$ cat config.mk
export PLATFORM = sky130hd
export DESIGN_NAME = ccrb_top
export DESIGN_NICKNAME = d
export VERILOG_FILES = /design/src/ccrb_pkg.sv /design/src/ccrb_top.sv /design/src/ccrb_watchdog.sv
export SDC_FILE = /design/constraint.sdc
export NUM_CORES = 1
export LEC_CHECK = 0
export ABC_AREA = 0
export BUFFER_PORTS_ARGS = -buffer_cell sky130_fd_sc_hd__clkbuf_2
export CORE_MARGIN = 4
export CORE_UTILIZATION = 50
export CTS_BUF_LIST = sky130_fd_sc_hd__clkbuf_16
export DETAILED_ROUTE_END_ITERATION = 12
export PLACE_DENSITY = 0.66
export SLEW_MARGIN = 20
export SYNTH_ARGS = -nofsm -noshare
export SYNTH_HDL_FRONTEND = slang
export SYNTH_SLANG_ARGS = --single-unit
$ cat constraint.sdc
create_clock -name mclk_i -period 2.3 [get_ports mclk_i]
set_input_delay 0.23 -clock mclk_i [delete_from_list [all_inputs] [get_ports mclk_i]]
set_output_delay 0.23 -clock mclk_i [all_outputs]
set_load 0.01 [all_outputs]
$ cat src/ccrb_pkg.sv
// Shared constants, register map and carrier types of the control bank.
package ccrb_pkg;

    localparam int CLK_HZ = 20_000_000;
    localparam int WD_TICK_CYCLES = CLK_HZ;
    localparam logic [8:0] WD_SEC_80 = 9'h050;
    localparam logic [8:0] WD_SEC_160 = 9'h0a0;
    localparam logic [8:0] WD_SEC_320 = 9'h140;
    localparam int AUDIO_FLOOR_HZ = 31250;
    localparam int OCP_TRIP_CYCLES = 8;

    localparam logic [6:0] DEV_ADDR = 7'h24;

    localparam logic [7:0] OFS_MAIN_CONTROL_ONE = 8'h00;
    localparam logic [7:0] OFS_MAIN_CONTROL_TWO = 8'h01;
    localparam logic [7:0] OFS_GENERAL_STATUS = 8'h02;
    localparam logic [7:0] OFS_THERMAL_STATUS = 8'h03;
    localparam logic [7:0] OFS_FAULT_ONE = 8'h05;
    localparam logic [7:0] OFS_OUTPUT_CURRENT_LIMIT = 8'h17;
    localparam logic [7:0] OFS_RESERVED_18 = 8'h18;
    localparam logic [7:0] OFS_RESERVED_19 = 8'h19;
    localparam logic [7:0] OFS_INPUT_UNDERVOLTAGE_LEVEL = 8'h1a;
    localparam logic [7:0] OFS_RESERVED_1B = 8'h1b;
    localparam logic [7:0] OFS_RESERVED_1C = 8'h1c;
    localparam logic [7:0] OFS_SWITCHING_FREQUENCY = 8'h1d;
    localparam logic [7:0] OFS_INTERRUPT_MASK_ONE = 8'h1e;
    localparam logic [7:0] OFS_INTERRUPT_MASK_TWO = 8'h1f;
    localparam logic [7:0] OFS_OUTPUT_CONVERTER_STATUS = 8'h20;

    localparam int BIT_FORCED_HIZ = 7;
    localparam int BIT_WD_KICK = 2;
    localparam int BIT_AUDIO_FLOOR = 1;
    localparam int BIT_RESTORE = 0;
    localparam int BIT_OCP_DISABLE = 6;
    localparam int BIT_PEAK_SELECT = 4;
    localparam int BIT_INT_RELEASE = 7;
    localparam int BIT_INT_LEVEL = 6;
    localparam int BIT_EN_LEVEL = 5;
    localparam int BIT_THERMAL = 6;

    localparam logic [1:0] MODE_HIZ = 2'h0;
    localparam logic [1:0] MODE_POWER_ON = 2'h2;

    localparam logic [7:0] RST_MAIN_CONTROL_TWO = 8'hb4;
    localparam logic [6:0] RST_OUTPUT_CURRENT_LIMIT = 7'h64;
    localparam logic [6:0] MAX_OUTPUT_CURRENT_LIMIT = 7'h64;
    localparam logic [7:0] RST_RESERVED_18 = 8'h64;
    localparam logic [7:0] RST_RESERVED_19 = 8'h00;
    localparam logic [7:0] RST_INPUT_UNDERVOLTAGE_LEVEL = 8'h00;
    localparam logic [7:0] RST_RESERVED_1B = 8'h40;
    localparam logic [7:0] RST_RESERVED_1C = 8'h40;
    localparam logic [7:0] RST_SWITCHING_FREQUENCY = 8'h83;
    localparam logic [7:0] RST_INTERRUPT_MASK = 8'h00;

    typedef struct packed {
        logic forced_hiz;
        logic audio_floor;
        logic [7:0] main_control_two;
        logic [6:0] output_current_limit;
        logic [7:0] input_undervoltage_level;
        logic [7:0] switching_frequency;
        logic [7:0] interrupt_mask_one;
        logic [7:0] interrupt_mask_two;
    } ccrb_cfg_s;

    localparam ccrb_cfg_s CFG_DEFAULT = '{
        forced_hiz: 1'b0,
        audio_floor: 1'b0,
        main_control_two: RST_MAIN_CONTROL_TWO,
        output_current_limit: RST_OUTPUT_CURRENT_LIMIT,
        input_undervoltage_level: RST_INPUT_UNDERVOLTAGE_LEVEL,
        switching_frequency: RST_SWITCHING_FREQUENCY,
        interrupt_mask_one: RST_INTERRUPT_MASK,
        interrupt_mask_two: RST_INTERRUPT_MASK
    };

endpackage

$ cat src/ccrb_top.sv
// Converter control register bank behind a serial two-wire slave port.
//
// Summary of operation
// - A set forced high-impedance bit keeps the converter off whatever the enable pin or override say.
// - The host writes the kick bit before the watchdog expires and the bit always reads back as zero.
// - The watchdog period field selects disabled, 80 s, 160 s or 320 s.
// - In the high-impedance state the watchdog is disabled and its count held at zero.
// - A disabled watchdog period also clears the watchdog count.
// - The audio frequency limit bit asks the converter for a 31.25 kHz switching floor.
// - Writing one to the restore-defaults bit returns every register to its default and it reads zero.
// - Unless shutdown is disabled, 8 consecutive current-limited switching cycles turn the converter off.
// - The peak current select bit picks 8.5 A when zero and 10 A when one, defaulting to one.
// - General status bit 5 shows the live level of the enable pin.
// - The system state field reads 00 in high impedance and 10 when powered on.
// - The output current limit holds a 7-bit percent code from 0 to 100, default 100.
// - The input undervoltage register holds an 8-bit code in 100 mV steps.
// - Writing one to the interrupt release bit frees the interrupt line unless a fault or an expired watchdog is present in that cycle, and the bit reads zero.
`timescale 1ns/10ps
module ccrb_top #(
    parameter int WD_TICK_CYCLES = ccrb_pkg::WD_TICK_CYCLES,
    parameter int OCP_CYCLES = ccrb_pkg::OCP_TRIP_CYCLES
) (
    input wire logic mclk_i,
    input wire logic reset_n_i,
    input wire logic scl_i,
    input wire logic sda_i,
    output logic sda_o,
    output logic sda_oe_o,
    input wire logic enable_pin_i,
    input wire logic enable_override_i,
    input wire logic interrupt_line_i,
    output logic interrupt_out_n_o,
    output logic interrupt_out_n_oe_o,
    input wire logic fault_event_i,
    input wire logic switch_cycle_i,
    input wire logic current_limit_trip_i,
    input wire logic thermal_active_i,
    input wire logic [7:0] output_converter_status_i,
    output ccrb_pkg::ccrb_cfg_s cfg_o,
    output logic powered_on_o,
    output logic overcurrent_off_o,
    output logic watchdog_expired_o
);
    typedef enum logic [2:0] {
        CCRB_IDLE, CCRB_ADDR, CCRB_AACK, CCRB_RX,
        CCRB_RACK, CCRB_TX, CCRB_TACK, CCRB_TLOAD
    } ccrb_i2c_e;

    // Pin synchronisers; the second stage is read, and for scl and sda a third stage feeds edge detect.
    logic scl_s1_r, scl_s2_r, scl_d_r;
    logic sda_s1_r, sda_s2_r, sda_d_r;
    logic en_s1_r, en_s2_r;
    logic irq_s1_r, irq_s2_r;

    always_ff @(posedge mclk_i or negedge reset_n_i) begin
        if (!reset_n_i) begin
            scl_s1_r <= 1'b1;
            scl_s2_r <= 1'b1;
            scl_d_r <= 1'b1;
            sda_s1_r <= 1'b1;
            sda_s2_r <= 1'b1;
            sda_d_r <= 1'b1;
            en_s1_r <= 1'b0;
            en_s2_r <= 1'b0;
            irq_s1_r <= 1'b1;
            irq_s2_r <= 1'b1;
        end else begin
            scl_s1_r <= scl_i;
            scl_s2_r <= scl_s1_r;
            scl_d_r <= scl_s2_r;
            sda_s1_r <= sda_i;
            sda_s2_r <= sda_s1_r;
            sda_d_r <= sda_s2_r;
            en_s1_r <= enable_pin_i;
            en_s2_r <= en_s1_r;
            irq_s1_r <= interrupt_line_i;
            irq_s2_r <= irq_s1_r;
        end
    end

    logic scl_rise, scl_fall, start_seen, stop_seen;
    assign scl_rise = scl_s2_r && !scl_d_r;
    assign scl_fall = !scl_s2_r && scl_d_r;
    assign start_seen = scl_s2_r && scl_d_r && sda_d_r && !sda_s2_r;
    assign stop_seen = scl_s2_r && scl_d_r && !sda_d_r && sda_s2_r;

    // Register state.
    ccrb_pkg::ccrb_cfg_s cfg_r, cfg_nxt;
    logic kick_r, kick_nxt;
    logic irq_r, irq_nxt;
    logic powered_r, powered_nxt;
    logic ocp_off_r, ocp_off_nxt;
    logic [4:0] ocp_cnt_r, ocp_cnt_nxt;
    logic [7:0] rdata;
    logic [7:0] sh_ptr_r, sh_ptr_nxt;

    // Read mux; reserved slots read their defaults and hold no storage.
    always_comb begin
        rdata = 8'h00;
        case (sh_ptr_r)
            ccrb_pkg::OFS_MAIN_CONTROL_ONE: begin
                rdata[ccrb_pkg::BIT_FORCED_HIZ] = cfg_r.forced_hiz;
                rdata[ccrb_pkg::BIT_AUDIO_FLOOR] = cfg_r.audio_floor;
            end
            ccrb_pkg::OFS_MAIN_CONTROL_TWO: rdata = cfg_r.main_control_two;
            ccrb_pkg::OFS_GENERAL_STATUS: begin
                rdata[ccrb_pkg::BIT_INT_LEVEL] = irq_s2_r;
                rdata[ccrb_pkg::BIT_EN_LEVEL] = en_s2_r;
                rdata[1:0] = powered_r ? ccrb_pkg::MODE_POWER_ON
                                       : ccrb_pkg::MODE_HIZ;
            end
            ccrb_pkg::OFS_THERMAL_STATUS:
                rdata[ccrb_pkg::BIT_THERMAL] = thermal_active_i;
            ccrb_pkg::OFS_OUTPUT_CURRENT_LIMIT:
                rdata = {1'b0, cfg_r.output_current_limit};
            ccrb_pkg::OFS_RESERVED_18: rdata = ccrb_pkg::RST_RESERVED_18;
            ccrb_pkg::OFS_RESERVED_19: rdata = ccrb_pkg::RST_RESERVED_19;
            ccrb_pkg::OFS_INPUT_UNDERVOLTAGE_LEVEL:
                rdata = cfg_r.input_undervoltage_level;
            ccrb_pkg::OFS_RESERVED_1B: rdata = ccrb_pkg::RST_RESERVED_1B;
            ccrb_pkg::OFS_RESERVED_1C: rdata = ccrb_pkg::RST_RESERVED_1C;
            ccrb_pkg::OFS_SWITCHING_FREQUENCY:
                rdata = cfg_r.switching_frequency;
            ccrb_pkg::OFS_INTERRUPT_MASK_ONE:
                rdata = cfg_r.interrupt_mask_one;
            ccrb_pkg::OFS_INTERRUPT_MASK_TWO:
                rdata = cfg_r.interrupt_mask_two;
            ccrb_pkg::OFS_OUTPUT_CONVERTER_STATUS:
                rdata = output_converter_status_i;
            default: rdata = 8'h00;
        endcase
    end

    // Two-wire slave: register pointer first, then data with auto-increment.
    ccrb_i2c_e st_r, st_nxt;
    logic [7:0] sh_r, sh_nxt;
    logic [2:0] bit_r, bit_nxt;
    logic rw_r, rw_nxt;
    logic first_r, first_nxt;
    logic ackd_r, ackd_nxt;
    logic oe_r, oe_nxt;
    logic wr_r, wr_nxt;
    logic [7:0] wr_addr_r, wr_addr_nxt;
    logic [7:0] wr_data_r, wr_data_nxt;
    logic [7:0] sh_in;

    assign sh_in = {sh_r[6:0], sda_s2_r};

    always_comb begin
        st_nxt = st_r;
        sh_nxt = sh_r;
        sh_ptr_nxt = sh_ptr_r;
        bit_nxt = bit_r;
        rw_nxt = rw_r;
        first_nxt = first_r;
        ackd_nxt = ackd_r;
        oe_nxt = oe_r;
        wr_nxt = 1'b0;
        wr_addr_nxt = wr_addr_r;
        wr_data_nxt = wr_data_r;
        if (start_seen) begin
            st_nxt = CCRB_ADDR;
            bit_nxt = 3'h0;
            first_nxt = 1'b1;
            oe_nxt = 1'b0;
        end else if (stop_seen) begin
            st_nxt = CCRB_IDLE;
            oe_nxt = 1'b0;
        end else begin
            case (st_r)
                CCRB_IDLE: oe_nxt = 1'b0;
                CCRB_ADDR: if (scl_rise) begin
                    sh_nxt = sh_in;
                    bit_nxt = bit_r + 3'h1;
                    if (bit_r == 3'h7) begin
                        rw_nxt = sda_s2_r;
                        ackd_nxt = 1'b0;
                        st_nxt = (sh_in[7:1] == ccrb_pkg::DEV_ADDR)
                                 ? CCRB_AACK : CCRB_IDLE;
                    end
                end
                CCRB_AACK, CCRB_RACK: if (scl_fall) begin
                    if (!ackd_r) begin
                        oe_nxt = 1'b1;
                        ackd_nxt = 1'b1;
                    end else begin
                        bit_nxt = 3'h0;
                        if (st_r == CCRB_AACK && rw_r) begin
                            sh_nxt = rdata;
                            oe_nxt = !rdata[7];
                            st_nxt = CCRB_TX;
                        end else begin
                            oe_nxt = 1'b0;
                            st_nxt = CCRB_RX;
                        end
                    end
                end
                CCRB_RX: if (scl_rise) begin
                    sh_nxt = sh_in;
                    bit_nxt = bit_r + 3'h1;
                    if (bit_r == 3'h7) begin
                        ackd_nxt = 1'b0;
                        st_nxt = CCRB_RACK;
                        if (first_r) begin
                            first_nxt = 1'b0;
                            sh_ptr_nxt = sh_in;
                        end else begin
                            wr_nxt = 1'b1;
                            wr_addr_nxt = sh_ptr_r;
                            wr_data_nxt = sh_in;
                            sh_ptr_nxt = sh_ptr_r + 8'h01;
                        end
                    end
                end
                CCRB_TX: if (scl_fall) begin
                    bit_nxt = bit_r + 3'h1;
                    if (bit_r == 3'h7) begin
                        oe_nxt = 1'b0;
                        st_nxt = CCRB_TACK;
                    end else begin
                        sh_nxt = {sh_r[6:0], 1'b0};
                        oe_nxt = !sh_r[6];
                    end
                end
                CCRB_TACK: if (scl_rise) begin
                    if (sda_s2_r) begin
                        st_nxt = CCRB_IDLE;
                    end else begin
                        sh_ptr_nxt = sh_ptr_r + 8'h01;
                        st_nxt = CCRB_TLOAD;
                    end
                end
                CCRB_TLOAD: if (scl_fall) begin
                    sh_nxt = rdata;
                    oe_nxt = !rdata[7];
                    bit_nxt = 3'h0;
                    st_nxt = CCRB_TX;
                end
                default: st_nxt = CCRB_IDLE;
            endcase
        end
    end

    always_ff @(posedge mclk_i or negedge reset_n_i) begin
        if (!reset_n_i) begin
            st_r <= CCRB_IDLE;
            sh_r <= 8'h00;
            sh_ptr_r <= 8'h00;
            bit_r <= 3'h0;
            rw_r <= 1'b0;
            first_r <= 1'b0;
            ackd_r <= 1'b0;
            oe_r <= 1'b0;
            wr_r <= 1'b0;
            wr_addr_r <= 8'h00;
            wr_data_r <= 8'h00;
        end else begin
            st_r <= st_nxt;
            sh_r <= sh_nxt;
            sh_ptr_r <= sh_ptr_nxt;
            bit_r <= bit_nxt;
            rw_r <= rw_nxt;
            first_r <= first_nxt;
            ackd_r <= ackd_nxt;
            oe_r <= oe_nxt;
            wr_r <= wr_nxt;
            wr_addr_r <= wr_addr_nxt;
            wr_data_r <= wr_data_nxt;
        end
    end

    // Register writes and the block's own control state.
    logic wd_expired;
    logic ocp_disable;
    assign ocp_disable = cfg_r.main_control_two[ccrb_pkg::BIT_OCP_DISABLE];

    always_comb begin
        cfg_nxt = cfg_r;
        kick_nxt = 1'b0;
        irq_nxt = irq_r;
        ocp_cnt_nxt = ocp_cnt_r;
        ocp_off_nxt = ocp_off_r;
        // Status registers have no write path at all.
        if (wr_r) begin
            case (wr_addr_r)
                ccrb_pkg::OFS_MAIN_CONTROL_ONE: begin
                    if (wr_data_r[ccrb_pkg::BIT_RESTORE]) begin
                        cfg_nxt = ccrb_pkg::CFG_DEFAULT;
                    end else begin
                        cfg_nxt.forced_hiz =
                            wr_data_r[ccrb_pkg::BIT_FORCED_HIZ];
                        cfg_nxt.audio_floor =
                            wr_data_r[ccrb_pkg::BIT_AUDIO_FLOOR];
                        kick_nxt = wr_data_r[ccrb_pkg::BIT_WD_KICK];
                    end
                end
                ccrb_pkg::OFS_MAIN_CONTROL_TWO:
                    cfg_nxt.main_control_two = wr_data_r;
                ccrb_pkg::OFS_OUTPUT_CURRENT_LIMIT:
                    // Codes above full scale are clipped to 100 percent.
                    cfg_nxt.output_current_limit =
                        (wr_data_r[6:0] > ccrb_pkg::MAX_OUTPUT_CURRENT_LIMIT
                         || wr_data_r[7])
                        ? ccrb_pkg::MAX_OUTPUT_CURRENT_LIMIT
                        : wr_data_r[6:0];
                ccrb_pkg::OFS_INPUT_UNDERVOLTAGE_LEVEL:
                    cfg_nxt.input_undervoltage_level = wr_data_r;
                ccrb_pkg::OFS_SWITCHING_FREQUENCY:
                    cfg_nxt.switching_frequency = wr_data_r;
                ccrb_pkg::OFS_INTERRUPT_MASK_ONE:
                    cfg_nxt.interrupt_mask_one = wr_data_r;
                ccrb_pkg::OFS_INTERRUPT_MASK_TWO:
                    cfg_nxt.interrupt_mask_two = wr_data_r;
                ccrb_pkg::OFS_FAULT_ONE:
                    if (wr_data_r[ccrb_pkg::BIT_INT_RELEASE]) begin
                        irq_nxt = 1'b0;
                    end
                default: cfg_nxt = cfg_r;
            endcase
        end
        // A fault in the release cycle keeps the line asserted.
        if (fault_event_i || wd_expired) begin
            irq_nxt = 1'b1;
        end
        if (cfg_r.forced_hiz) begin
            ocp_cnt_nxt = 5'h00;
            ocp_off_nxt = 1'b0;
        end else if (switch_cycle_i) begin
            if (current_limit_trip_i) begin
                if (ocp_cnt_r != 5'(OCP_CYCLES)) begin
                    ocp_cnt_nxt = ocp_cnt_r + 5'h01;
                end
                if (ocp_cnt_r + 5'h01 >= 5'(OCP_CYCLES) && !ocp_disable) begin
                    ocp_off_nxt = 1'b1;
                end
            end else begin
                ocp_cnt_nxt = 5'h00;
            end
        end
        // Forced high impedance wins over the pin and the override.
        powered_nxt = !cfg_r.forced_hiz && !ocp_off_r
                      && (en_s2_r || enable_override_i);
    end

    always_ff @(posedge mclk_i or negedge reset_n_i) begin
        if (!reset_n_i) begin
            cfg_r <= ccrb_pkg::CFG_DEFAULT;
            kick_r <= 1'b0;
            irq_r <= 1'b0;
            powered_r <= 1'b0;
            ocp_cnt_r <= 5'h00;
            ocp_off_r <= 1'b0;
        end else begin
            cfg_r <= cfg_nxt;
            kick_r <= kick_nxt;
            irq_r <= irq_nxt;
            powered_r <= powered_nxt;
            ocp_cnt_r <= ocp_cnt_nxt;
            ocp_off_r <= ocp_off_nxt;
        end
    end

    ccrb_watchdog #(
        .TICK_CYCLES(WD_TICK_CYCLES)
    ) u_watchdog (
        .mclk_i(mclk_i),
        .reset_n_i(reset_n_i),
        .period_i(cfg_r.main_control_two[1:0]),
        .hold_i(!powered_r),
        .kick_i(kick_r),
        .expired_o(wd_expired)
    );

    // Open-drain pins only ever pull low.
    assign sda_o = 1'b0;
    assign sda_oe_o = oe_r;
    assign interrupt_out_n_o = 1'b0;
    assign interrupt_out_n_oe_o = irq_r;
    assign cfg_o = cfg_r;
    assign powered_on_o = powered_r;
    assign overcurrent_off_o = ocp_off_r;
    assign watchdog_expired_o = wd_expired;

endmodule // ccrb_top

$ cat src/ccrb_watchdog.sv
// Host watchdog: one-second prescaler and a seconds count with expiry flag.
`timescale 1ns/10ps
module ccrb_watchdog #(
    parameter int TICK_CYCLES = ccrb_pkg::WD_TICK_CYCLES
) (
    input wire logic mclk_i,
    input wire logic reset_n_i,
    input wire logic [1:0] period_i,
    input wire logic hold_i,
    input wire logic kick_i,
    output logic expired_o
);
    logic [31:0] tick_cnt_r, tick_cnt_nxt;
    logic [8:0] sec_cnt_r, sec_cnt_nxt;
    logic expired_r, expired_nxt;
    logic [8:0] limit;

    always_comb begin
        case (period_i)
            2'h1: limit = ccrb_pkg::WD_SEC_80;
            2'h2: limit = ccrb_pkg::WD_SEC_160;
            2'h3: limit = ccrb_pkg::WD_SEC_320;
            default: limit = 9'h000;
        endcase
    end

    always_comb begin
        tick_cnt_nxt = tick_cnt_r;
        sec_cnt_nxt = sec_cnt_r;
        expired_nxt = expired_r;
        if (hold_i || period_i == 2'h0) begin
            // High impedance or disabled period clears the count.
            tick_cnt_nxt = 32'h0;
            sec_cnt_nxt = 9'h000;
            expired_nxt = 1'b0;
        end else if (kick_i) begin
            tick_cnt_nxt = 32'h0;
            sec_cnt_nxt = 9'h000;
            expired_nxt = 1'b0;
        end else if (!expired_r) begin
            if (tick_cnt_r == 32'(TICK_CYCLES - 1)) begin
                tick_cnt_nxt = 32'h0;
                sec_cnt_nxt = sec_cnt_r + 9'h001;
                if (sec_cnt_r + 9'h001 >= limit) begin
                    expired_nxt = 1'b1;
                end
            end else begin
                tick_cnt_nxt = tick_cnt_r + 32'h1;
            end
        end
    end

    always_ff @(posedge mclk_i or negedge reset_n_i) begin
        if (!reset_n_i) begin
            tick_cnt_r <= 32'h0;
            sec_cnt_r <= 9'h000;
            expired_r <= 1'b0;
        end else begin
            tick_cnt_r <= tick_cnt_nxt;
            sec_cnt_r <= sec_cnt_nxt;
            expired_r <= expired_nxt;
        end
    end

    assign expired_o = expired_r;

endmodule // ccrb_watchdog

### Word level (Yosys, flattened, before mapping)

Index checks and enable logic that the tools add are counted.

* $add $sub $neg: 5
* magnitude comparators: 3
* equal/unequal tests: 64
* mux-type cells: 105
* bitwise gates (word level): 3
* reduce and logical (&&, ||, !) cells: 74

Operators by type and width (number)
* two-way mux 32 bit: 4
* == test 8 x 5 -> 1 bit, second input constant: 13
* case mux 8 bit (2 select lines): 6
* two-way mux 3 bit: 21
* two-way mux 7 bit: 8
* two-way mux 47 bit: 1
* two-way mux 8 bit: 5
* inequality test 4 bit, second input constant: 10
* two-way mux 1 bit: 36
* two-way mux 9 bit: 4
* nonzero test 2 bit: 17
* adder 32 x 1 -> 32 bit, second input constant: 1
* == test 32 x 25 -> 1 bit, second input constant: 1
* case mux 7 bit (4 select lines): 1
* case mux 9 bit (3 select lines): 1
* inequality test 2 bit, second input constant: 12
* case mux 3 bit (8 select lines): 1
* AND reduction 3 bit: 8
* two-way mux 5 bit: 4
* case mux 1 bit (9 select lines): 2
* case mux 3 bit (6 select lines): 1
* == test 8 x 1 -> 1 bit, second input constant: 2
* == test 8 x 2 -> 1 bit, second input constant: 2
* zero test 8 bit: 2
* 47 further kinds: 91

* flip-flop bits (word level): 152
* input bits: 19
* output and inout bits: 56
* word-level logic and storage cells: 291

### Logic depth before layout (Yosys ltp)

* word-level depth: 9
* depth in mapped cells: 10
* mapped depth without buffers: 10

### By module

From an unflattened synthesis, not the netlist that was laid out.

* cells, all modules: 898
* area total of the unflattened synthesis: 8192.9 µm²

Modules (own cells, without submodules)
* ccrb_top: times used 1, cells each 627, area each 5751.8 µm², sequential area each 2775.2 µm²
* ccrb_watchdog: times used 1, cells each 271, area each 2441.1 µm², sequential area each 1051.0 µm²

### Least setup slack after synthesis

OpenSTA, ideal clock, no wires.

* kind: register to register
* start: register u_watchdog.sec_cnt_r[0]
* end: register u_watchdog.expired_r (netlist: u_watchdog.expired_o)
* arrival: 1901 ps
* required time: 2172 ps
* setup slack: 272 ps
* stages on the path, launching flop included: 11
* buffers on the path: 0
* clock period less this slack: 2028 ps
* cell sequence: dfrtp_1 ha_1 nand3_1 nor2_1 xor2_1 ha_1 and4_1 a41oi_1 a21boi_0 o21ai_0 a21oi_1

* longest elaborated chain between the ends: 7

RTL lines
* from (decl): RTL line ccrb_watchdog.sv:14 `logic [8:0] sec_cnt_r, sec_cnt_nxt;`
* from (signal assigned): RTL line ccrb_watchdog.sv:60 `sec_cnt_r <= sec_cnt_nxt;`
* adder 9 x 1 -> 9 bit: RTL line ccrb_watchdog.sv:44 `if (sec_cnt_r + 9'h001 >= limit) begin`
* greater-or-equal comparator 9 bit: RTL line ccrb_watchdog.sv:44
* two-way mux 1 bit: RTL line ccrb_watchdog.sv:44
* two-way mux 1 bit: RTL line ccrb_watchdog.sv:41 `if (tick_cnt_r == 32'(TICK_CYCLES - 1)) begin`
* two-way mux 1 bit: RTL line ccrb_watchdog.sv:40 `end else if (!expired_r) begin`
* two-way mux 1 bit: RTL line ccrb_watchdog.sv:36 `end else if (kick_i) begin`
* two-way mux 1 bit: RTL line ccrb_watchdog.sv:31 `if (hold_i || period_i == 2'h0) begin`
* net u_watchdog.expired_nxt: RTL line ccrb_watchdog.sv:15 `logic expired_r, expired_nxt;`
* to (signal assigned): RTL line ccrb_watchdog.sv:61 `expired_r <= expired_nxt;`
* to (decl): RTL line ccrb_watchdog.sv:15

The timed path passes the listed nets, and every way through them passes these cells.
A chain may end at the register's enable or synchronous reset.

### Final worst setup path

Same ends and word-level chain as after synthesis.

==> reports/metrics.yaml <==
status: "completed"
grt_max_degree: 69
worstMarginPinSlew_ns: 0.764
dieArea_um2: 18100
power_leakage_nw: 4.10
pwr-share-seq_pct: 45.7
clkTransAtPathRegs_ns: 0.07
antenna_cells: 0
boundaryPins: 75
period_minus_slack_ns: 2.24
ys_warn_count: 0
grt_pass1_vias: 7047
netlist_instances: 823
min_path_type: "in2reg"
slew_viol_final: 0
vias_per_cell: 6.02
yosysUniqueCellTypes: 73
firstDrtPassIters: 5
cts_sinks: 152
antenna_found_initial: 0
place_hpwl_um: 17000
tns_ns: 0
drt-initial-drc-count: 563
cts_tree: "yes"
grt_pass1_wl_um: 37600
rows: 46
crit_path_start_kind: "flip-flop"
clock_path_buffers: 2
ir_worst_vdd_v: 0.000628
ys_seq_area_share_pct: 47.7
max_freq_ghz: 0.447
synthFlopType: "dfrtp_1"
worstPathRequired_ns: 2.59
powerDensity_nw_per_um2: 679
ant_nets: 0
drc: 0
drive_gt1_share_pct: 23.0
syn_area_um2: 8020
die_w_um: 135
synth_edf_count: 0
internal_power_mw: 4.77
dieHeight_um: 135
post-cts-setup-buffer-count: 0
overflow: 0
io_buffer_count: 72
setup_violations: 0
clkPwrFrac_pct: 44.1
wirelength_um: 23300
finalWorstSetupSlack_ns: 0.0634
fin_nets: 962
p_sw_mw: 1.74
multiInputGateArea_um2: 3910
numCtsBuffers: 17
ys_ff_latch: 152
comb_power_share_pct: 10.2
post-place-ws_ns: 0.0337
core_area_um2: 15800
clk_latency_ns: 0.43
maxCapViolCount: 0
vias: 6967
seq_area_um2: 3830
swShare_pct: 26.7
path_class: "reg2reg"
grtUsageTotal_pct: 26.7
worstPathArrival_ns: 2.53
synthArstFlopShare_pct: 100
skew_ns: 0.00913
rsz0062_at_grt: "true"
start_util_pct: 50.7
syn_to_final_growth_pct: 19.4
total_power_mw: 6.50
synth.avg_cell_area_um2: 9.74
fillers: 1353
slew_headroom_pct: 48.4
post_drt_wl_per_cell_um: 20.1
fin_crit_sh_pct: 97.2
place.gp.congestion: 1.05
cts-root-buf: "clkbuf_16"
hold_violations: 0
htree_levels: 4
worstSetupEndpointType: "flip-flop"
critPathMaxFanout: 4
==> what timing repair did <==
item	in CTS	in global routing
endpoints found under the setup margin	1	4
hold buffers	6	0
endpoints found under the hold margin	56	0
pin swaps	0	1
gates resized for setup	1	5
==> power by group through the flow <==
stage / clock [mW] / sequential [mW] / combinational, mW
after floorplan: 0 / 2.93 / 0.440
after global placement: 0 / 3.00 / 0.622
after detailed placement: 0 / 3.01 / 0.647
after CTS: 2.90 / 2.96 / 0.663
after global routing: 3.04 / 2.98 / 0.735
final: 2.87 / 2.97 / 0.666
==> cells in the mapped netlist, drive strengths merged, types with 3 or more instances <==
cell type    n  area (um^2)
a211oi       6         55.1
a21oi       31          155
a221oi       3         26.3
a22o        33          289
a22oi        6         45.0
a31oi       15         93.8
a32oi        3         26.3
a41oi        5         43.8
and2         3         18.8
and3         9         56.3
and4         9         78.8
buf         19          123
clkbuf      25         95.1
dfrtp      134         3350
dfstp       18          473
ha          15          188
inv         24         90.1
mux2        17          191
mux2i        7         70.1
nand2       83          312
nand2b      12         75.1
nand3       34          170
nand3b       5         37.5
nand4       13         81.3
nor2        92          348
nor2b        9         56.3
nor3        23          136
nor3b        6         50.1
nor4         6         82.6
nor4b        6         58.8
o21a         3         22.5
o21ai       45          225
o221ai       7         80.1
o22a         7         61.3
o22ai        6         43.8
o31ai        7         52.6
or2          5         31.3
or3          8         60.1
xnor2        9         78.8
xor2        32          280
==> sequential cells by signal, indices dropped and copies added, names as in the netlist, 3 cells and up <==
name,count
sh_ptr_r,8
ocp_cnt_r,5
u_watchdog.tick_cnt_r,32
cfg_o,49
sh_r,7
st_r,3
bit_r,3
wr_addr_r,8
wr_data_r,8
u_watchdog.sec_cnt_r,9
==> worst paths after layout <==
kind	start	end	slack, ns	depth (start not counted)
max in group asynchronous	reset_n_i	cfg_o[37]	1.15	3
min in group asynchronous	reset_n_i	u_watchdog.tick_cnt_r[30]	0.40	2
min reg2reg	en_s1_r	en_s2_r	0.35	0
max	u_watchdog.sec_cnt_r[0]	u_watchdog.expired_o	0.06	10
max reg2reg	u_watchdog.sec_cnt_r[0]	u_watchdog.expired_o	0.06	10
min	enable_override_i	powered_on_o	0.03	3
==> worst max-delay path: stages, from the launching register on <==
cell and delay [ns]:
dfrtp_1 0.40, ha_2 0.22, nand3_2 0.12, nor2_4 0.15, xor2_2 0.18, ha_1 0.26, and4_1 0.20, a41oi_1 0.21
a21boi_0 0.11, o21ai_0 0.16, a21oi_1 0.09
==> kinds of logic (layout without fill, tap and decap cells) <==
group	after synthesis	in the layout	synth area share, %
buffers and inverters	68	185	3.84
flip-flops	152	152	47.7
adder cells (fa/ha/maj)	15	15	2.34
XOR/XNOR	41	41	4.48
other	1	2	0.0468
AND/OR/NAND/NOR	327	327	21.1
multiplexers	24	24	3.26
AO/OA/AOI/OAI	195	195	17.3
==> cells in the final DEF (no fill, tap or decap), drive strengths merged, types with 5 or more instances in the layout <==
cell type and instances:
a211oi 6, xnor2 9, dfrtp 134, nand3b 5
o221ai 7, inv 29, a22o 33, o22ai 6
a41oi 5, o21ai 45, buf 52, nor4b 6
and4 9, o31ai 7, xor2 32, nor3 23
nand4 13, and3 9, a22oi 6, nor3b 6
or3 8, clkbuf 88, nand2b 12, a21oi 31
or2 5, nand2 83, nor2 92, dfstp 18
mux2 17, ha 15, mux2i 7, nand3 34
nor4 6, dlygate4sd3 6, a31oi 15, nor2b 9
o22a 7
==> final cells by class <==
cell class | count | share of cell area, %
Clock buffer | 17 | 4.44
Clock inverter | 15 | 1.84
Inverter | 24 | 0.941
Multi-Input combinational cell | 604 | 40.9
Sequential cell | 152 | 40.0
Tap cell | 216 | 2.82
Timing Repair Buffer | 129 | 9.11
==> per-layer routing <==
metal	GRT usage (%)	vias up	routed length [um]
met5	0	-	0
met4	11.4	0	802
met3	6.86	64	1630
met2	43.3	283	11300
met1	34.1	3416	9610
li1	-	3204	-
==> per-stage QoR <==
stage	util (%)	cells	area, um^2	hold WS [ns]
2_1_floorplan	-	824	8020	-0.0656
3_3_place_gp	56.2	1119	8890	0.286
3_5_place_dp	56.2	1119	8890	0.297
4_1_cts	60.3	1157	9550	0.0226
5_1_grt	60.5	1157	9570	0.0444
6_report	60.5	1157	9570	0.0331
No activity file was read; power rests on OpenSTA's default activity.
